## config.mk

```make
export PLATFORM = sky130hd
export DESIGN_NAME = pdts_scheduler
export DESIGN_NICKNAME = d
export VERILOG_FILES = /design/src/logic/pdts_pkg.sv /design/src/logic/pdts_scheduler.sv /design/src/logic/pdts_tick.sv /design/src/logic/pdts_nvmem.sv
export SDC_FILE = /design/constraint.sdc
export NUM_CORES = 1
export LEC_CHECK = 0
export BUFFER_PORTS_ARGS = -buffer_cell sky130_fd_sc_hd__buf_2
export CAP_MARGIN = 40
export CORE_ASPECT_RATIO = 1.5
export CORE_MARGIN = 2
export CORE_UTILIZATION = 66
export CTS_CLUSTER_SIZE = 28
export DETAILED_ROUTE_END_ITERATION = 7
export GPL_TIMING_DRIVEN = 0
export PLACE_DENSITY_LB_ADDON = 0.2
export RECOVER_POWER = 100
export SETUP_SLACK_MARGIN = 0.05
export SYNTH_ARGS = -nofsm -noshare
export SYNTH_HDL_FRONTEND = slang
export SYNTH_SLANG_ARGS = --single-unit
```

## constraint.sdc

```tcl
create_clock -name clk -period 6.8 [get_ports clk]
set_input_delay 1.36 -clock clk [delete_from_list [all_inputs] [get_ports clk]]
set_output_delay 1.36 -clock clk [all_outputs]
set_load 0.02 [all_outputs]
```

## src/logic/pdts_pkg.sv

```systemverilog
// What this block does
// - First message enable is bit 31 of its identifier entry, 0 enabled, reset restores it.
// - First message transfer mode defaults to FEh and reverts to it on every reset.
// - First message inhibit time is stored in non-volatile memory on the save command.
// - Mode 0 sends on a SYNC only if the value changed since the previous SYNC.
// - Mode N of 1 to 240 sends on every Nth SYNC; codes 241 to 251 do nothing.
// - Mode 252 latches the value on SYNC and sends the latched value on remote request.
// - Mode 253 updates and sends the value only on remote request.
// - Mode 254 sends on change when cycle time is zero, else on cycle expiry and, with nonzero inhibit, also on change.
// - SYNC or remote request triggered messages wait for the running position calculation, except a remote request in modes 254 and 255, which sends at once.
// - The disc is sampled once per millisecond and positions computed after each sample.
// - Nonzero cycle and inhibit time send periodically and also immediately on change.
// - Zero cycle and inhibit send on every change; nonzero cycle, zero inhibit, only periodic.
// - Zero cycle time with nonzero inhibit sends on change with inhibit as minimum gap.
// - Second message is SYNC and remote request driven in modes 0 to 240, 252 and 253, like the first in 254 and 255; inhibit sets minimum gap between sends.
// - Second identifier: 280h plus node, bits 11-29 zero, bit 30 zero, bit 31 default disabled.
// - Second message transfer mode defaults to 01h and reverts to it after reset.
// - Second message inhibit time is zero after reset.
// - Inhibit time counts in 0.1 ms units as the least gap before resending.
// - First identifier defaults to 180h plus node number, remote bit fixed at zero.
package pdts_pkg;
    localparam int CLK_NS            = 50;
    localparam int SAMPLE_PERIOD_US  = 1000;
    localparam int INHIBIT_UNIT_US   = 100;
    localparam int CALC_TIME_US      = 800;
    localparam int SAMPLE_CYCLES_DEF = (SAMPLE_PERIOD_US * 1000) / CLK_NS;
    localparam int INHIBIT_CYCLES_DEF = (INHIBIT_UNIT_US * 1000) / CLK_NS;
    localparam int CALC_CYCLES_DEF   = (CALC_TIME_US * 1000 + CLK_NS - 1) / CLK_NS;

    localparam int NMSG      = 2;
    localparam int NODE_W    = 5;
    localparam int COB_ID_W  = 11;
    localparam int COB_RSV_W = 19;
    localparam int CNT_W     = 24;
    localparam int NV_W      = 16;
    localparam int NV_DEPTH  = 2;
    localparam int NV_AW     = 1;

    localparam logic [15:0] OBJ_SAVE    = 16'h1010;
    localparam logic [15:0] OBJ_MSG1    = 16'h1800;
    localparam logic [15:0] OBJ_MSG2    = 16'h1802;
    localparam logic [15:0] OBJ_CYCLE   = 16'h6200;
    localparam logic [7:0]  SUB_COUNT   = 8'h00;
    localparam logic [7:0]  SUB_COBID   = 8'h01;
    localparam logic [7:0]  SUB_MODE    = 8'h02;
    localparam logic [7:0]  SUB_INHIBIT = 8'h03;
    localparam logic [7:0]  SUB_SAVE    = 8'h01;
    localparam logic [31:0] SAVE_WORD   = 32'h65766173;
    localparam logic [31:0] SAVE_INFO   = 32'h00000001;
    localparam logic [31:0] SUB_COUNT_VAL = 32'h00000003;
    localparam int          COB_DIS_BIT = 31;
    localparam logic        COB_RTR_FIXED = 1'b0;

    localparam logic [COB_ID_W-1:0] COB_BASE1 = 11'h180;
    localparam logic [COB_ID_W-1:0] COB_BASE2 = 11'h280;
    localparam logic [7:0]  MODE_DEF1   = 8'hfe;
    localparam logic [7:0]  MODE_DEF2   = 8'h01;
    localparam logic [15:0] INHIBIT_DEF = 16'h0000;
    localparam logic        DIS_DEF1    = 1'b0;
    localparam logic        DIS_DEF2    = 1'b1;
    localparam logic [7:0]  MODE_SYNC_CHG = 8'h00;
    localparam logic [7:0]  MODE_CYC_MAX  = 8'hf0;
    localparam logic [7:0]  MODE_RSV_MAX  = 8'hfb;
    localparam logic [7:0]  MODE_LATCH    = 8'hfc;
    localparam logic [7:0]  MODE_RTR      = 8'hfd;
    localparam logic [NV_AW-1:0] NV_SLOT_INHIBIT1 = 1'b0;

    typedef enum logic [2:0] {
        MC_SYNC_CHG, MC_SYNC_CYC, MC_RESERVED, MC_SYNC_LATCH, MC_RTR, MC_ASYNC
    } pdts_mode_e;

    typedef enum logic [1:0] {BOOT_FETCH, BOOT_LOAD, BOOT_RUN} pdts_boot_e;

    typedef struct packed {
        logic        wr;
        logic        rd;
        logic [15:0] index;
        logic [7:0]  sub;
        logic [31:0] wdata;
    } pdts_obj_req_s;

    typedef struct packed {
        logic                valid;
        logic                msg;
        logic [COB_ID_W-1:0] cob;
        logic [31:0]         data;
    } pdts_tx_s;

    typedef struct packed {
        logic                dis;
        logic [COB_ID_W-1:0] cob;
        logic [7:0]          mode;
        logic [15:0]         inhibit;
        logic [16:0]         inh_cnt;
        logic [7:0]          sync_cnt;
        logic                wait_calc;
        logic                armed;
        logic                use_latch;
        logic [31:0]         latched;
        logic [31:0]         last_sync;
    } pdts_msg_s;

    function automatic pdts_mode_e pdts_mode_class(input logic [7:0] code);
        if (code == MODE_SYNC_CHG)
            return MC_SYNC_CHG;
        else if (code <= MODE_CYC_MAX)
            return MC_SYNC_CYC;
        else if (code <= MODE_RSV_MAX)
            return MC_RESERVED;
        else if (code == MODE_LATCH)
            return MC_SYNC_LATCH;
        else if (code == MODE_RTR)
            return MC_RTR;
        else
            return MC_ASYNC;
    endfunction
endpackage

```

## src/logic/pdts_scheduler.sv

```systemverilog
`timescale 1ns/1ps
`default_nettype none
module pdts_scheduler
    import pdts_pkg::*;
#(
    parameter int SAMPLE_CYCLES  = SAMPLE_CYCLES_DEF,
    parameter int INHIBIT_CYCLES = INHIBIT_CYCLES_DEF,
    parameter int CALC_CYCLES    = CALC_CYCLES_DEF
) (
    input  wire logic              clk,
    input  wire logic              reset_n,
    input  wire logic [NODE_W-1:0] node_id,
    input  wire logic              sync_rx,
    input  wire logic              rtr_rx,
    input  wire logic              rtr_msg,
    input  wire pdts_obj_req_s     obj_req,
    output logic [31:0]            obj_rdata,
    output logic                   obj_ack,
    output logic                   obj_err,
    input  wire logic [31:0]       disc_position,
    output logic                   disc_sample,
    output pdts_tx_s               tx,
    input  wire logic              tx_ready
);
    typedef struct packed {
        pdts_boot_e                boot;
        pdts_msg_s [NMSG-1:0]      msg;
        logic [15:0]               cycle_time;
        logic [15:0]               cyc_cnt;
        logic [31:0]               raw;
        logic [31:0]               position;
        logic                      calc_busy;
        logic [CNT_W-1:0]          calc_cnt;
        logic                      calc_done;
        logic                      changed;
        logic                      sample;
        pdts_tx_s                  tx;
        logic [31:0]               rdata;
        logic                      ack;
        logic                      err;
        logic                      nv_we;
        logic [NV_W-1:0]           nv_wdata;
    } pdts_state_s;

    pdts_state_s     cur;
    pdts_state_s     next_cur;
    logic            tick_ms;
    logic            tick_inh;
    logic [NV_W-1:0] nv_rdata;
    logic            expire;
    logic            found;
    pdts_mode_e      cls;

    pdts_tick #(.PERIOD(SAMPLE_CYCLES)) u_tick_ms (
        .clk     (clk),
        .reset_n (reset_n),
        .tick    (tick_ms)
    );

    pdts_tick #(.PERIOD(INHIBIT_CYCLES)) u_tick_inh (
        .clk     (clk),
        .reset_n (reset_n),
        .tick    (tick_inh)
    );

    pdts_nvmem #(.W(NV_W), .DEPTH(NV_DEPTH), .AW(NV_AW)) u_nvmem (
        .clk   (clk),
        .we    (cur.nv_we),
        .waddr (NV_SLOT_INHIBIT1),
        .wdata (cur.nv_wdata),
        .raddr (NV_SLOT_INHIBIT1),
        .rdata (nv_rdata)
    );

    always_comb begin
        next_cur = cur;
        next_cur.sample = 1'b0;
        next_cur.calc_done = 1'b0;
        next_cur.changed = 1'b0;
        next_cur.ack = 1'b0;
        next_cur.err = 1'b0;
        next_cur.nv_we = 1'b0;
        expire = 1'b0;
        found = 1'b0;
        cls = MC_RESERVED;

        // Node number is read only once the reset is over, never under it
        unique case (cur.boot)
            BOOT_FETCH: begin
                next_cur.msg[0].cob = COB_BASE1 + COB_ID_W'(node_id);
                next_cur.msg[1].cob = COB_BASE2 + COB_ID_W'(node_id);
                next_cur.boot = BOOT_LOAD;
            end
            BOOT_LOAD: begin
                next_cur.msg[0].inhibit = nv_rdata;
                next_cur.boot = BOOT_RUN;
            end
            BOOT_RUN: begin
            end
        endcase

        // Disc read each millisecond, result valid after the calculation time
        if (tick_ms) begin
            next_cur.sample = 1'b1;
            next_cur.raw = disc_position;
            next_cur.calc_busy = 1'b1;
            next_cur.calc_cnt = '0;
        end else if (cur.calc_busy) begin
            if (cur.calc_cnt == CNT_W'(CALC_CYCLES - 1)) begin
                next_cur.calc_busy = 1'b0;
                next_cur.calc_done = 1'b1;
                next_cur.position = cur.raw;
                next_cur.changed = (cur.raw != cur.position);
            end else begin
                next_cur.calc_cnt = cur.calc_cnt + CNT_W'(1);
            end
        end

        // Device cycle timer in milliseconds, shared by both messages
        if (cur.cycle_time == '0) begin
            next_cur.cyc_cnt = '0;
        end else if (tick_ms) begin
            if (cur.cyc_cnt + 16'h0001 >= cur.cycle_time) begin
                next_cur.cyc_cnt = '0;
                expire = 1'b1;
            end else begin
                next_cur.cyc_cnt = cur.cyc_cnt + 16'h0001;
            end
        end

        for (int i = 0; i < NMSG; i++) begin
            cls = pdts_mode_class(cur.msg[i].mode);
            if (tick_inh && cur.msg[i].inh_cnt != '0)
                next_cur.msg[i].inh_cnt = cur.msg[i].inh_cnt - 17'h00001;
            if (sync_rx) begin
                unique case (cls)
                    MC_SYNC_CHG: begin
                        if (cur.position != cur.msg[i].last_sync)
                            next_cur.msg[i].wait_calc = 1'b1;
                        next_cur.msg[i].last_sync = cur.position;
                    end
                    MC_SYNC_CYC: begin
                        if (cur.msg[i].sync_cnt + 8'h01 >= cur.msg[i].mode) begin
                            next_cur.msg[i].sync_cnt = '0;
                            next_cur.msg[i].wait_calc = 1'b1;
                        end else begin
                            next_cur.msg[i].sync_cnt = cur.msg[i].sync_cnt + 8'h01;
                        end
                    end
                    MC_SYNC_LATCH: next_cur.msg[i].latched = cur.position;
                    MC_RESERVED, MC_RTR, MC_ASYNC: begin
                    end
                endcase
            end
            if (rtr_rx && rtr_msg == 1'(i)) begin
                unique case (cls)
                    MC_SYNC_CHG, MC_SYNC_CYC, MC_RTR: begin
                        next_cur.msg[i].wait_calc = 1'b1;
                        next_cur.msg[i].use_latch = 1'b0;
                    end
                    MC_SYNC_LATCH: begin
                        next_cur.msg[i].wait_calc = 1'b1;
                        next_cur.msg[i].use_latch = 1'b1;
                    end
                    MC_ASYNC: next_cur.msg[i].armed = 1'b1;
                    MC_RESERVED: begin
                    end
                endcase
            end
            // Triggered sends leave only once the running calculation has ended
            if (cur.calc_done && cur.msg[i].wait_calc) begin
                next_cur.msg[i].wait_calc = 1'b0;
                next_cur.msg[i].armed = 1'b1;
            end
            if (cls == MC_ASYNC) begin
                if (cur.cycle_time == '0) begin
                    if (cur.calc_done && cur.changed)
                        next_cur.msg[i].armed = 1'b1;
                end else begin
                    if (expire)
                        next_cur.msg[i].armed = 1'b1;
                    if (cur.msg[i].inhibit != '0 && cur.calc_done && cur.changed)
                        next_cur.msg[i].armed = 1'b1;
                end
            end
            if (cur.msg[i].dis) begin
                next_cur.msg[i].wait_calc = 1'b0;
                next_cur.msg[i].armed = 1'b0;
            end
        end

        if (cur.tx.valid && tx_ready)
            next_cur.tx.valid = 1'b0;
        // One message at a time; the first message wins a tie
        if (!next_cur.tx.valid) begin
            for (int i = 0; i < NMSG; i++) begin
                if (!found && next_cur.msg[i].armed && next_cur.msg[i].inh_cnt == '0) begin
                    found = 1'b1;
                    next_cur.tx.valid = 1'b1;
                    next_cur.tx.msg = 1'(i);
                    next_cur.tx.cob = cur.msg[i].cob;
                    next_cur.tx.data = cur.msg[i].use_latch ? cur.msg[i].latched
                                                            : cur.position;
                    next_cur.msg[i].armed = 1'b0;
                    next_cur.msg[i].use_latch = 1'b0;
                    // One extra unit covers the partial first tick of the gap
                    next_cur.msg[i].inh_cnt = {1'b0, cur.msg[i].inhibit}
                        + ((cur.msg[i].inhibit != '0) ? 17'h00001 : 17'h00000);
                end
            end
        end

        if (obj_req.wr || obj_req.rd) begin
            next_cur.ack = 1'b1;
            next_cur.rdata = '0;
            if (obj_req.index == OBJ_MSG1 || obj_req.index == OBJ_MSG2) begin
                for (int i = 0; i < NMSG; i++) begin
                    if (obj_req.index == ((i == 0) ? OBJ_MSG1 : OBJ_MSG2)) begin
                        unique case (obj_req.sub)
                            SUB_COUNT: begin
                                next_cur.rdata = SUB_COUNT_VAL;
                                next_cur.err = obj_req.wr;
                            end
                            SUB_COBID: begin
                                next_cur.rdata = {cur.msg[i].dis, COB_RTR_FIXED,
                                                  {COB_RSV_W{1'b0}}, cur.msg[i].cob};
                                if (obj_req.wr) begin
                                    next_cur.msg[i].dis = obj_req.wdata[COB_DIS_BIT];
                                    next_cur.msg[i].cob = obj_req.wdata[COB_ID_W-1:0];
                                end
                            end
                            SUB_MODE: begin
                                next_cur.rdata = {24'h000000, cur.msg[i].mode};
                                if (obj_req.wr) begin
                                    next_cur.msg[i].mode = obj_req.wdata[7:0];
                                    next_cur.msg[i].sync_cnt = '0;
                                end
                            end
                            SUB_INHIBIT: begin
                                next_cur.rdata = {16'h0000, cur.msg[i].inhibit};
                                if (obj_req.wr)
                                    next_cur.msg[i].inhibit = obj_req.wdata[15:0];
                            end
                            default: next_cur.err = 1'b1;
                        endcase
                    end
                end
            end else if (obj_req.index == OBJ_CYCLE && obj_req.sub == SUB_COUNT) begin
                next_cur.rdata = {16'h0000, cur.cycle_time};
                if (obj_req.wr) begin
                    next_cur.cycle_time = obj_req.wdata[15:0];
                    next_cur.cyc_cnt = '0;
                end
            end else if (obj_req.index == OBJ_SAVE && obj_req.sub == SUB_SAVE) begin
                next_cur.rdata = SAVE_INFO;
                // Only the exact code word commits, guarding against stray writes
                if (obj_req.wr && obj_req.wdata == SAVE_WORD) begin
                    next_cur.nv_we = 1'b1;
                    next_cur.nv_wdata = cur.msg[0].inhibit;
                end
            end else begin
                next_cur.err = 1'b1;
            end
        end
    end

    always_ff @(posedge clk or negedge reset_n) begin
        if (!reset_n) begin
            cur <= '0;
            cur.boot <= BOOT_FETCH;
            cur.msg[0].dis <= DIS_DEF1;
            cur.msg[0].mode <= MODE_DEF1;
            cur.msg[0].cob <= COB_BASE1;
            cur.msg[0].inhibit <= INHIBIT_DEF;
            cur.msg[1].dis <= DIS_DEF2;
            cur.msg[1].mode <= MODE_DEF2;
            cur.msg[1].cob <= COB_BASE2;
            cur.msg[1].inhibit <= INHIBIT_DEF;
        end else begin
            cur <= next_cur;
        end
    end

    assign obj_rdata   = cur.rdata;
    assign obj_ack     = cur.ack;
    assign obj_err     = cur.err;
    assign disc_sample = cur.sample;
    assign tx          = cur.tx;
endmodule // pdts_scheduler
`default_nettype wire

```

## src/logic/pdts_tick.sv

```systemverilog
`timescale 1ns/1ps
`default_nettype none
module pdts_tick #(
    parameter int PERIOD = 2000
) (
    input  wire logic clk,
    input  wire logic reset_n,
    output logic      tick
);
    localparam int CW = $clog2(PERIOD + 1);
    typedef struct packed {
        logic [CW-1:0] cnt;
        logic          tick;
    } pdts_tick_s;

    pdts_tick_s cur;
    pdts_tick_s next_cur;

    always_comb begin
        next_cur = cur;
        next_cur.tick = 1'b0;
        if (cur.cnt == CW'(PERIOD - 1)) begin
            next_cur.cnt = '0;
            next_cur.tick = 1'b1;
        end else begin
            next_cur.cnt = cur.cnt + CW'(1);
        end
    end

    always_ff @(posedge clk or negedge reset_n) begin
        if (!reset_n)
            cur <= '0;
        else
            cur <= next_cur;
    end

    assign tick = cur.tick;
endmodule // pdts_tick
`default_nettype wire

```

## src/logic/pdts_nvmem.sv

```systemverilog
`timescale 1ns/1ps
`default_nettype none
// Stands for the non-volatile store: contents survive reset_n on purpose.
module pdts_nvmem #(
    parameter int W     = 16,
    parameter int DEPTH = 2,
    parameter int AW    = 1
) (
    input  wire logic          clk,
    input  wire logic          we,
    input  wire logic [AW-1:0] waddr,
    input  wire logic [W-1:0]  wdata,
    input  wire logic [AW-1:0] raddr,
    output logic [W-1:0]       rdata
);
    logic [W-1:0] mem [DEPTH] = '{default: '0};

    always_ff @(posedge clk) begin
        if (we)
            mem[waddr] <= wdata;
        rdata <= mem[raddr];
    end
endmodule // pdts_nvmem
`default_nettype wire

```

; ---- Yosys cells after proc, flatten, opt, wreduce, memory -nomap -nowiden
; Memories as Yosys holds them, arrays and structs flattened. A register that Yosys moved wholly into a read port is not among the register bits.
; Cells that the tools add are included.
[op_classes]
add_sub_neg = 12
n_lt_le_gt_ge = 7
n_eq_ne = 28
mux = 137
bitwise = 5
reduce_logical = 56
[ops]
columns = operator, count
row1 = $pmux W32 S4, 2
row2 = $mux W35, 6
row3 = $mux W16, 13
row4 = $mux W32, 5
row5 = $mux W17, 9
row6 = $mux W8, 18
row7 = $mux W45, 3
row8 = $ne A32 B32 Y1, 3
row9 = $mux W11, 7
row10 = $eq A16 B13 Y1 const B, 3
row11 = $mux W1, 39
row12 = $add A16 B1 Y17, 2
row13 = $logic_not A17 Y1, 2
row14 = $reduce_bool A17 Y1, 2
row15 = $sub A17 B1 Y17 const B, 2
row16 = $eq A32 B31 Y1 const B, 1
row17 = $eq A8 B8 Y1 const B, 4
row18 = $le A8 B8 Y1 const B, 4
row19 = $reduce_bool A16 Y1, 2
row20 = $mux W3, 10
row21 = $reduce_and A5 Y1, 6
row22 = $mux W27, 1
row23 = $mux W25, 1
row24 = $add A24 B1 Y24 const B, 1
row25 = other kinds (41), 99
[word_totals]
register_bits = 506
ram_bits = 32
out_inout_bits = 80
word_cells = 291
n_memories = 1
[mem_list]
columns = memory, depth, word_bits, read_ports, rd_ports_with_merged_regs, wr, line_no
row1 = u_nvmem.mem, 2, 16, 1, 1, 1, pdts_nvmem.sv:16  ; logic [W-1:0] mem [DEPTH] = '{default: '0};

; ---- Longest topological paths before layout
; Gate-level depths: netlist (run 1).
[depth]
depth_word = 25
depth_mapped = 17
mapped_depth_nobuf = 15

; ---- Cells and area by module
; From an unflattened synthesis (run 1), not the netlist that was laid out.
[unflattened]
hier_cells = 2585
hier_area_um2 = 27891.8
[by_module_without_submodules]
columns = mod, instances, cells_per_inst, area_each_um2, seq_area_each_um2
row1 = pdts_scheduler, 1, 2404, 25050.3, 11602.4
row2 = pdts_nvmem, 1, 68, 1542.7, 1281.2
row3 = pdts_tick (u_tick_ms), 1, 62, 720.7, 400.4
row4 = pdts_tick (u_tick_inh), 1, 51, 578.1, 300.3

; ---- Worst setup path before layout (run 1)
; No wires, ideal clock.
[synth_timing]
path_kind = reg-to-reg
from = register cur[188] (netlist bit)
to = register cur[434] (netlist bit)
setup_ns = 0.074
arrival_ns = 4.079
slack_ns = 2.647
stages_incl_launch_ff = 17
path_buffers = 2
cell_sequence = dfrtp_1 -> ha_1 -> and3_1 -> nand3_1 -> nor3_1 -> and3_1 -> nand3_1 -> xnor2_1 -> ha_1 -> nand4_1 -> o31a_1 -> a211oi_1 -> o21ai_0 -> clkbuf_1 -> or4_4 -> buf_6 -> o21ai_2
[synth_rtl]
columns = element, line_no
row1 = start: declaration, pdts_scheduler.sv:45  ; pdts_state_s cur;
row2 = start signal: assignment, pdts_scheduler.sv:280  ; cur <= next_cur;

; ---- Worst setup path in the final report (run 1)
[layout_timing]
from = register cur[188] (netlist bit)
to = register cur (netlist bit tx[9])
[layout_between]
elab_chain_len = 18
elab_cells_between_ends = 24
cone_classes = 1 x add/sub / 1 x order compare / 16 x mux / 6 x reduce/logical
[layout_lines]
columns = element, line_no
row1 = $add A16 B1 Y16 *, pdts_scheduler.sv:123  ; if (cur.cyc_cnt + 16'h0001 >= cur.cycle_time) begin
row2 = $ge A16 B16 Y1 *, pdts_scheduler.sv:123
row3 = $mux W1 *, pdts_scheduler.sv:123
row4 = $mux W1 *, pdts_scheduler.sv:122  ; end else if (tick_ms) begin
row5 = $mux W1 *, pdts_scheduler.sv:120  ; if (cur.cycle_time == '0) begin
row6 = $mux W1, pdts_scheduler.sv:180  ; if (expire)
row7 = $mux W1, pdts_scheduler.sv:182  ; if (cur.msg[i].inhibit != '0 && cur.calc_done && cur.changed)
row8 = $mux W1, pdts_scheduler.sv:176  ; if (cur.cycle_time == '0) begin
row9 = $mux W1, pdts_scheduler.sv:175  ; if (cls == MC_ASYNC) begin
row10 = $mux W2, pdts_scheduler.sv:186  ; if (cur.msg[i].dis) begin
row11 = $logic_and A1 B1 Y1, pdts_scheduler.sv:197  ; if (!found && next_cur.msg[i].armed && next_cur.msg[i].inh_cnt == '0) begin
row12 = $mux W1, pdts_scheduler.sv:197
row13 = $mux W1, pdts_scheduler.sv:195  ; if (!next_cur.tx.valid) begin
row14 = $logic_not A1 Y1, pdts_scheduler.sv:197
row15 = $logic_and A1 B1 Y1 (2 in series), pdts_scheduler.sv:197
row16 = $reduce_bool A2 Y1 (no line), -
row17 = $reduce_and A2 Y1 (no line), -
; Mark *: on every way between the ends. The rest lies on a longest branch, timed or not. The select of a mux whose other input is x is not followed.
; A chain may end at the register's enable or synchronous reset.

==> run summary, run 1 <==
During synthesis, Yosys emitted a total of 0 warnings. The core region is 0.0409 mm². In this run, placement finished with an instance count of 3,271. The final net count is 2,959.

Half-perimeter wire length after placement: 56,600 µm. The count of different cell masters after synthesis is 85, and the power density relative to cell area is 205 mW/mm². The reported net switching power is 0.00137 W. The most numerous cell in the Yosys netlist is dfrtp_1.

In the global route stage, overall resource usage came out at 36.0%. After the first detailed-routing iteration, the DRC count stood at 1,882. Combinational logic is responsible for 3.2% of the overall power. For this run, asynchronously set or reset flops after synthesis account for 93.9%.

The path with the worst hold slack has its endpoint at u_nvmem.rdata[2]. The run gives 6.43 ns as the data arrival time of the critical path. The worst register-to-register path has a setup slack of 0.80 ns. STA classifies the critical path endpoint as a register.

In this design, the largest share of critical-path delay is due to compound AO/OA/AOI/OAI gates. Traced cell by cell, the critical path runs through ha_1 > and3_1 > nand3_1 > nor3_1 > and3_1 > nand3_1 > xnor2_1 > ha_1 > nand4_1 > o31a_1 > a211oi_1 > o21ai_0 > clkbuf_1 > clkbuf_1 > o41ai_1 > a2bb2oi_1. The layer flagged by global routing as most heavily used is met2. For the pin with the worst max-slew slack, the measured transition is 2.50 ns. Among all flip-flop cells after synthesis, the most frequent one is dfrtp_1. Of the post-synthesis cell area, the dominant cell type holds 43.9%. The number of buffers inserted to repair setup after CTS is 0. The time the final worst path needs with I/O delays and setup is 6.00 ns. The number of storage elements in the synthesis netlist is 523. Across all layers, the routed design uses 21,487 vias.

After synthesis, the mean cell area works out to 10.6 µm². The number of clock buffers added by TritonCTS is 50. After Yosys synthesis, and, or, nand and nor cells account for 12.9% of the synthesized area. Worst min-delay path class: register to register. Layout overhead on the synthesized area: 11.7%. CTS saw 523 sinks.

The tree is rooted in a clkbuf_16. For this run, design rule violations remaining after detail routing come to 0. For this run, global-route usage on met3 was measured as 4.52%. Summed over all failing endpoints, the final setup total negative slack is 0 ns. The number of hold violations in the final report is 0, and the maximum operating frequency is 0.167 GHz. The worst-path cell with the longest stage delay was a211oi_1.

The cell area that synthesis handed to floorplanning was 0.0272 mm². The largest net degree at the start of global routing was 125. Data on the critical path is required at its endpoint by 7.23 ns. For this block, the routed nets add up to 76,500 µm of wire.

For the met1 track demand over resource in global routing, the log shows 39.3%. Combinational family with the most area after synthesis: multiplexers. Once detail routing completed, the nets flagged for antenna violations numbered 0. The combined buffer and inverter count along the critical path came out at 2. The post-route netlist has 19.6% of its cells at a drive strength greater than 1.

The initial utilization of the core area, before any placement, comes to 66.6%. Excluding fillers, the count of instances in the completed layout stands at 3,362. The first global-routing pass estimated 118,000 µm of wire. For this design the top-level I/O count stands at 181. The H-tree depth is 2.

Post-cts hold buffer count: 0. TritonCTS built the clock tree. The tools report the cell row count as 91. The area of the die is 0.0429 mm², and the count of input and output buffers is 160. STA classifies the critical path startpoint as a register.

Origin of the worst min-delay path: u_nvmem.mem[0][2]. Dividing the detail-routed via count by the number of cells gives 6.39. The tools report the number of detailed-route iterations in the first pass as 7. Die outline width: 170 µm. The type of the worst setup path is register to register. Sorting the synthesized cells by area gives the leading types as dfrtp_1 (44%), mux2_2 (11%), xnor2_1 (3.6%), xor2_1 (2.9%), nand2_1 (2.5%).

The run gives 0 as the number of failing setup endpoints in the final timing report. The clock network burns 46.4% of the power. The clock-pin slew on the worst setup and hold paths was 0.06 ns; the global placement routability congestion was 0.936.

The flow ran to the end, but the final reports show violations. Summing the areas of all compound-gate instances in the mapped netlist gives 11.7% of the synthesized area. In this run the cell area measured after placement is 0.0289 mm². The tools report the reg-to-reg startpoint as cur[188]. The tools report the maximum number of buffers from clock root to sink as 3. For the final database, setup skew stands at 0.0221 ns.

The met2 track utilization from global routing is 61.8%. Net switching is 22.0% of the power. The multiplexer share of the synthesized area works out to 12.9%. By count the netlist is led by dfrtp_1 (478), mux2_2 (262), nand2_1 (182).

The internal power of the cells totals 0.00485 W. The checks that failed: max-capacitance violations, max-slew violations. The run gives 0.0304 mm² as the cell area after layout.

The longest individual stage delay on the worst path was 1.26 ns. Worst supply voltage drop on vdd: 0.220 mV. The max-cap check violation count is 3. The endpoint identified for the worst register-to-register timing path is tx[9]. The number of cells on the worst reg-to-reg path is 16.

Summing the areas of all xor and xnor instances in the mapped netlist gives 6.50% of the synthesized area. In this run the tightest slew margin relative to its limit is -66.5%. The residual overflow from global routing is 0, and the portion of total power attributed to sequential cells is 50.4%. The total count of max-transition violations in the final report is 163. The later pin in the worst-skew pair is clocked with a latency of 0.59 ns. The maximum fanout along the worst path is 10, and the count of flip-flops with a built-in enable after synthesis is 16.

The worst hold path passes through 0 cells. Setup repair after global routing left no endpoint under its margin. After layout, the worst path uses 88.2% of the clock period. The run gives 48.1% as the sequential cell area fraction in the yosys report. The number of global-route vias before repair was 21,897. The cell count after synthesis came out at 2,576. The wire length per cell after detailed routing is 22.7 µm, and the reported leakage power is 13.8 nW. Cells fill 74.4% of the core in the end. On the final layout, the worst hold slack is 0.343 ns. For the initial antenna violation count, the log shows 0. The synthesized design spends more area on one cell type than any other, namely dfrtp_1. The adder and majority gate portion of the synthesized area is 2.11%. From bottom edge to top edge, the die measures 253 µm. The total of cells resized after clock tree synthesis came out at 0.
[cell usage in the layout, fill, tap and decap left out, types with 33 or more instances in the layout]
| master | netlist | layout |
|---|---|---|
| o41ai_1 | 33 | 33 |
| buf_4 | 79 | 76 |
| mux2_2 | 262 | 262 |
| ha_1 | 46 | 46 |
| nand2_1 | 182 | 182 |
| clkbuf_1 | 145 | 237 |
| nand4_1 | 47 | 47 |
| clkbuf_16 | 0 | 50 |
| inv_1 | 74 | 74 |
| mux2i_1 | 57 | 57 |
| xnor2_1 | 112 | 112 |
| nand3_1 | 77 | 77 |
| nor2_1 | 163 | 163 |
| nor3_1 | 45 | 45 |
| dfrtp_1 | 478 | 478 |
| buf_2 | 8 | 104 |
| o21ai_0 | 104 | 114 |
| nor4_1 | 51 | 51 |
| xor2_1 | 90 | 90 |
| a21oi_1 | 112 | 112 |
[area by class of cell]
class                      count  area (µm²)
antenna                        1        2.50
buffer                       253        1270
clock buffer                  69        1430
clock inverter                21         255
fill                        2910       10500
inverter                      75         282
multi-input combinational   1739       12600
sequential                   523       13100
tap                          511         639
timing repair buffer         170         840
[kinds of logic (layout without fill, tap and decap cells)]
group | Yosys count | in the layout
fa+ha+maj | 46 | 46
buf+inv | 328 | 588
compound gates | 460 | 460
other cells | 1 | 16
mux | 319 | 319
simple gates | 697 | 697
xor+xnor | 202 | 202
flops | 523 | 523
[layer usage]
layer  share of wire, %  routed length (µm)
met5                  0                   0
met4                9.8                7490
met3                5.4                4140
met2                 50               38100
met1                 35               26700
[worst reg2reg max path: cells and delay by family (launching register included)]
kind                       cells  cell delay [ns]
DFF                            1             0.42
buffers and inverters          2             0.67
adders and majority gates      2             0.56
xor gates and xnor gates       1             0.17
AOI/OAI and AO/OA              5             2.78
and+or+nand+nor                6             1.25
[state kept, by name, indices dropped and copies added (netlist names)]
| signal | flops |
|---|---|
| obj_ack | 1 |
| u_nvmem.rdata | 16 |
| cur | 398 |
| u_tick_ms.cur | 15 |
| tx | 45 |
| disc_sample | 1 |
| u_nvmem.mem | 16 |
| u_tick_inh.tick | 1 |
| obj_rdata | 17 |
| obj_err | 1 |
| u_tick_ms.tick | 1 |
| u_tick_inh.cur | 11 |
[power groups by stage]
stage | Sequential (W) | Clock [W] | Combinational, W
finish | 0.00314 | 0.00289 | 0.000196
global route | 0.00314 | 0.00302 | 0.000215
CTS | 0.00314 | 0.00291 | 0.000201
detailed placement | 0.00319 | 0 | 0.000200
global placement | 0.00320 | 0 | 0.000187
floorplan | 0.00319 | 0 | 0.0000657
[worst max-delay path by stage]
stage | slack (ns) | cells after the start | from | to
5_1_grt | 0.58 | 16 | cur[188] | tx[9]
4_1_cts | 1.47 | 16 | cur[188] | tx[9]
3_3_place_gp | -5.38 | 1 | reset_n | u_tick_ms.cur[14]
6_report | 0.80 | 16 | cur[188] | tx[9]
3_5_place_dp | 1.47 | 16 | cur[188] | tx[8]
2_1_floorplan | 2.65 | 16 | cur[188] | cur[434]
[per-stage QoR]
stage | setup WS (ns) | power, W
floorplan | 2.65 | 0.00326
global placement | -5.38 | 0.00338
detailed placement | 1.47 | 0.00339
CTS | 1.47 | 0.00624
global route | 0.578 | 0.00637
finish | 0.802 | 0.00622
Note: power is estimated with default switching activity, not from simulation.
==> inputs of run 2 (changes only) <==
--- a/config.mk
+++ b/config.mk
@@ -14,7 +14,6 @@
 export DETAILED_ROUTE_END_ITERATION = 7
 export GPL_TIMING_DRIVEN = 0
 export PLACE_DENSITY_LB_ADDON = 0.2
-export RECOVER_POWER = 100
 export SETUP_SLACK_MARGIN = 0.05
 export SYNTH_ARGS = -nofsm -noshare
 export SYNTH_HDL_FRONTEND = slang
==> run summary, run 2 (synthesis gave the netlist of run 1 again) <==
The total count of max-transition violations in the final report came out at 0 (was 163). The tools report the clock tree root driver cell as clkbuf_16 (unchanged). The residual overflow from global routing is 0 (unchanged), and the die outline width is 170 µm (unchanged).

For the instance count after placement with tap cells included, the log shows 3,271 (unchanged). The run gives 76,600 µm (was 76,500 µm) as the final wirelength. The vertical extent of the die came out at 253 µm (unchanged).

The worst supply voltage drop on vdd was 0.220 mV (about the same); the share of the core filled with cells in the final layout was 74.8% (was 74.4%). The tools report the source-to-sink clock delay at the later pin of the worst-skew pair as 0.59 ns (about the same). The logs give 0 (unchanged) for the number of buffers inserted to repair setup after CTS and 0.0409 mm² (unchanged) for the area inside the core boundary. The worst min-delay path class was register to register (unchanged). The most common cell after layout, fill and taps aside was dfrtp_1 (unchanged).

The count of input and output buffers is 160 (unchanged). The global placement routability congestion is 0.936 (unchanged). The run gives 0 (was 3) as the max-cap check violation count.

The count of fill cells added during filler insertion is 2,854 (was 2,910). The run gives 50 (unchanged) as the number of buffers created by CTS. TritonCTS built the clock tree. The post-cts hold buffer count came out at 0 (unchanged). The remaining design rule violation count was 0 (unchanged); the portion of the clock cycle consumed by the worst path in the final layout was 80.0% (was 88.2%). For the total of cells resized after clock tree synthesis, the log shows 0 (unchanged).

Critical path's top delay family: compound AO/OA/AOI/OAI gates (unchanged). Half-perimeter wire length after placement: 56,600 µm (unchanged). The number of detailed-route iterations in the first pass is 6 (was 7). Worst-path cell chain: ha_1 > and3_1 > nand3_1 > nor3_1 > and3_1 > nand3_1 > xnor2_1 > ha_1 > nand4_1 > o31a_1 > a211oi_2 > o21ai_0 > clkbuf_1 > clkbuf_1 > o41ai_1 > a2bb2oi_1 (was ha_1 > and3_1 > nand3_1 > nor3_1 > and3_1 > nand3_1 > xnor2_1 > ha_1 > nand4_1 > o31a_1 > a211oi_1 > o21ai_0 > clkbuf_1 > clkbuf_1 > o41ai_1 > a2bb2oi_1). The tools report the startpoint kind of the worst setup timing path as a register (unchanged). The global-route wire length before repair came out at 118,000 µm (unchanged). The area of the multi-input gates is 0.0126 mm² (about the same), and the area of the die is 0.0429 mm² (unchanged). The data arrival time of the critical path is 5.87 ns (was 6.43 ns). The combined buffer and inverter count along the critical path is 2 (unchanged).

The clock-pin slew on the worst setup and hold paths was 0.06 ns (about the same). The initial antenna violation count is 0 (unchanged), and the number of hold violations in the final report is 0 (unchanged). The longest individual stage delay on the worst path was 0.77 ns (was 1.26 ns).

The largest net degree at the start of global routing was 125 (unchanged). For the relative slew slack, the log shows 40.8% (was -66.5%). The tools report the maximum operating frequency as 0.184 GHz (was 0.167 GHz). The via density per instance is 6.39 (about the same), and the number of sinks on the clock net is 523 (unchanged). Cell area after layout: 0.0306 mm² (was 0.0304 mm²). The wire length per cell after detailed routing works out to 22.8 µm (was 22.7 µm).

The actual transition at the worst max-transition pin is 0.888 ns (was 2.50 ns), and the reported leakage power is 14.1 nW (was 13.8 nW). The area of placed instances was 0.0289 mm² (unchanged). Power density relative to cell area: 204 mW/mm² (was 205 mW/mm²). The tools report the type of element capturing the critical path as a register (unchanged). The flow ran to the end, and the final reports show no timing, DRC or antenna violations. The ratio of cells with drive above 1 in the final layout works out to 22.5% (was 19.6%).

The run gives 2 (unchanged) as the H-tree depth. The number of failing setup endpoints in the final timing report came out at 0 (unchanged). The total I/O pin count came out at 181 (unchanged). Time the final worst path needs with I/O delays and setup: 5.44 ns (was 6.00 ns). The overall track demand over capacity in global routing is 36.0% (unchanged). The flip-flop count of the largest register after layout was 398 (unchanged); the maximum number of buffers from clock root to sink was 3 (unchanged). Type of the worst setup path: register to register (unchanged). The number of vias after detailed routing was 21,488 (was 21,487). The run gives 91 (unchanged) as the cell row count. For the register area, the log shows 0.0131 mm² (unchanged). Most frequent cells in the layout: dfrtp_1 (478), mux2_2 (262), nand2_1 (182) (was dfrtp_1 (478), mux2_2 (262), clkbuf_1 (237)). The layout overhead on the synthesized area is 12.3% (was 11.7%).

The remaining number of nets flagged by the antenna check after routing is 0 (unchanged). The number of global-route vias before repair was 21,897 (unchanged). The run gives 2,959 (unchanged) as the final net count. The number of violations reported at the end of detailed-routing iteration 0 is 1,853 (was 1,882).

The required time of the critical path was 7.23 ns (about the same); the maximum fanout along the worst path was 10 (unchanged). Worst clock skew on the final layout: 0.0223 ns (was 0.0221 ns). The register name with the most flops is cur (unchanged). Setup repair after global routing left no endpoint under its margin.

The initial standard-cell utilization of the core came out at 66.6% (unchanged). The tools report the count of non-filler cells in the finished layout as 3,362 (unchanged). Worst-path cell with the longest stage delay: a211oi_2 (was a211oi_1).
==> run 2: power by group <==
group / switching [W] / internal, W / leakage (nW)
Combinational: 0.000140 / 0.0000602 / 6.52
Clock: 0.00122 / 0.00166 / 0.828
Sequential: 0.00000661 / 0.00313 / 6.75
==> run 2: stage by stage <==
| stage | setup WS (ns) | hold WS (ns) | total power (W) | setup TNS, ns |
|---|---|---|---|---|
| after floorplan | 2.65 | 0.323 | 0.00326 | 0 |
| after global placement | -5.38 | 0.324 | 0.00338 | -2559.10 |
| after detailed placement | 1.47 | 0.327 | 0.00339 | 0 |
| after CTS | 1.47 | 0.342 | 0.00624 | 0 |
| after global routing | 1.14 | 0.349 | 0.00638 | 0 |
| final | 1.36 | 0.341 | 0.00622 | 0 |
==> run 2: routing by layer <==
metal | wire [µm] | GRT usage (%) | up-vias | part of all wire [%]
li1 | - | - | 9651 | -
met1 | 26800 | 39.3 | 10602 | 35
met2 | 38200 | 61.8 | 892 | 50
met3 | 4150 | 4.52 | 343 | 5.4
met4 | 7480 | 30.7 | 0 | 9.8
met5 | 0 | 0 | - | 0
==> run 2: worst paths after layout <==
path                       slack (ns)                end  cells past startpoint               from
setup / recovery                 1.36              tx[9]                     16           cur[188]
hold / removal                   0.34   u_nvmem.rdata[2]                      0  u_nvmem.mem[0][2]
setup reg to reg                 1.36              tx[9]                     16           cur[188]
hold reg to reg                  0.34   u_nvmem.rdata[2]                      0  u_nvmem.mem[0][2]
max in group asynchronous        4.20   u_tick_ms.cur[9]                      4            reset_n
min in group asynchronous        0.67  u_tick_inh.cur[3]                      1            reset_n
==> run 2: cell type report <==
type,instances,share of cell area (%)
flip-flops and latches,523,42.9
multi-input cells,1739,41.3
clock buffers,69,4.68
plain buffers,253,4.18
repair buffers,170,3.15
well taps,511,2.09
inverters,75,0.921
clock inverters,21,0.835
diodes,1,0.00818
==> run 2: worst register-to-register path: cells and delay by family, from the launching register on <==
kind | cells | cell delay, ns
DFF | 1 | 0.43
buffers and inverters | 2 | 0.66
xor gates and xnor gates | 1 | 0.17
and+or+nand+nor | 6 | 1.25
AOI/OAI and AO/OA | 5 | 2.23
adders and majority gates | 2 | 0.56
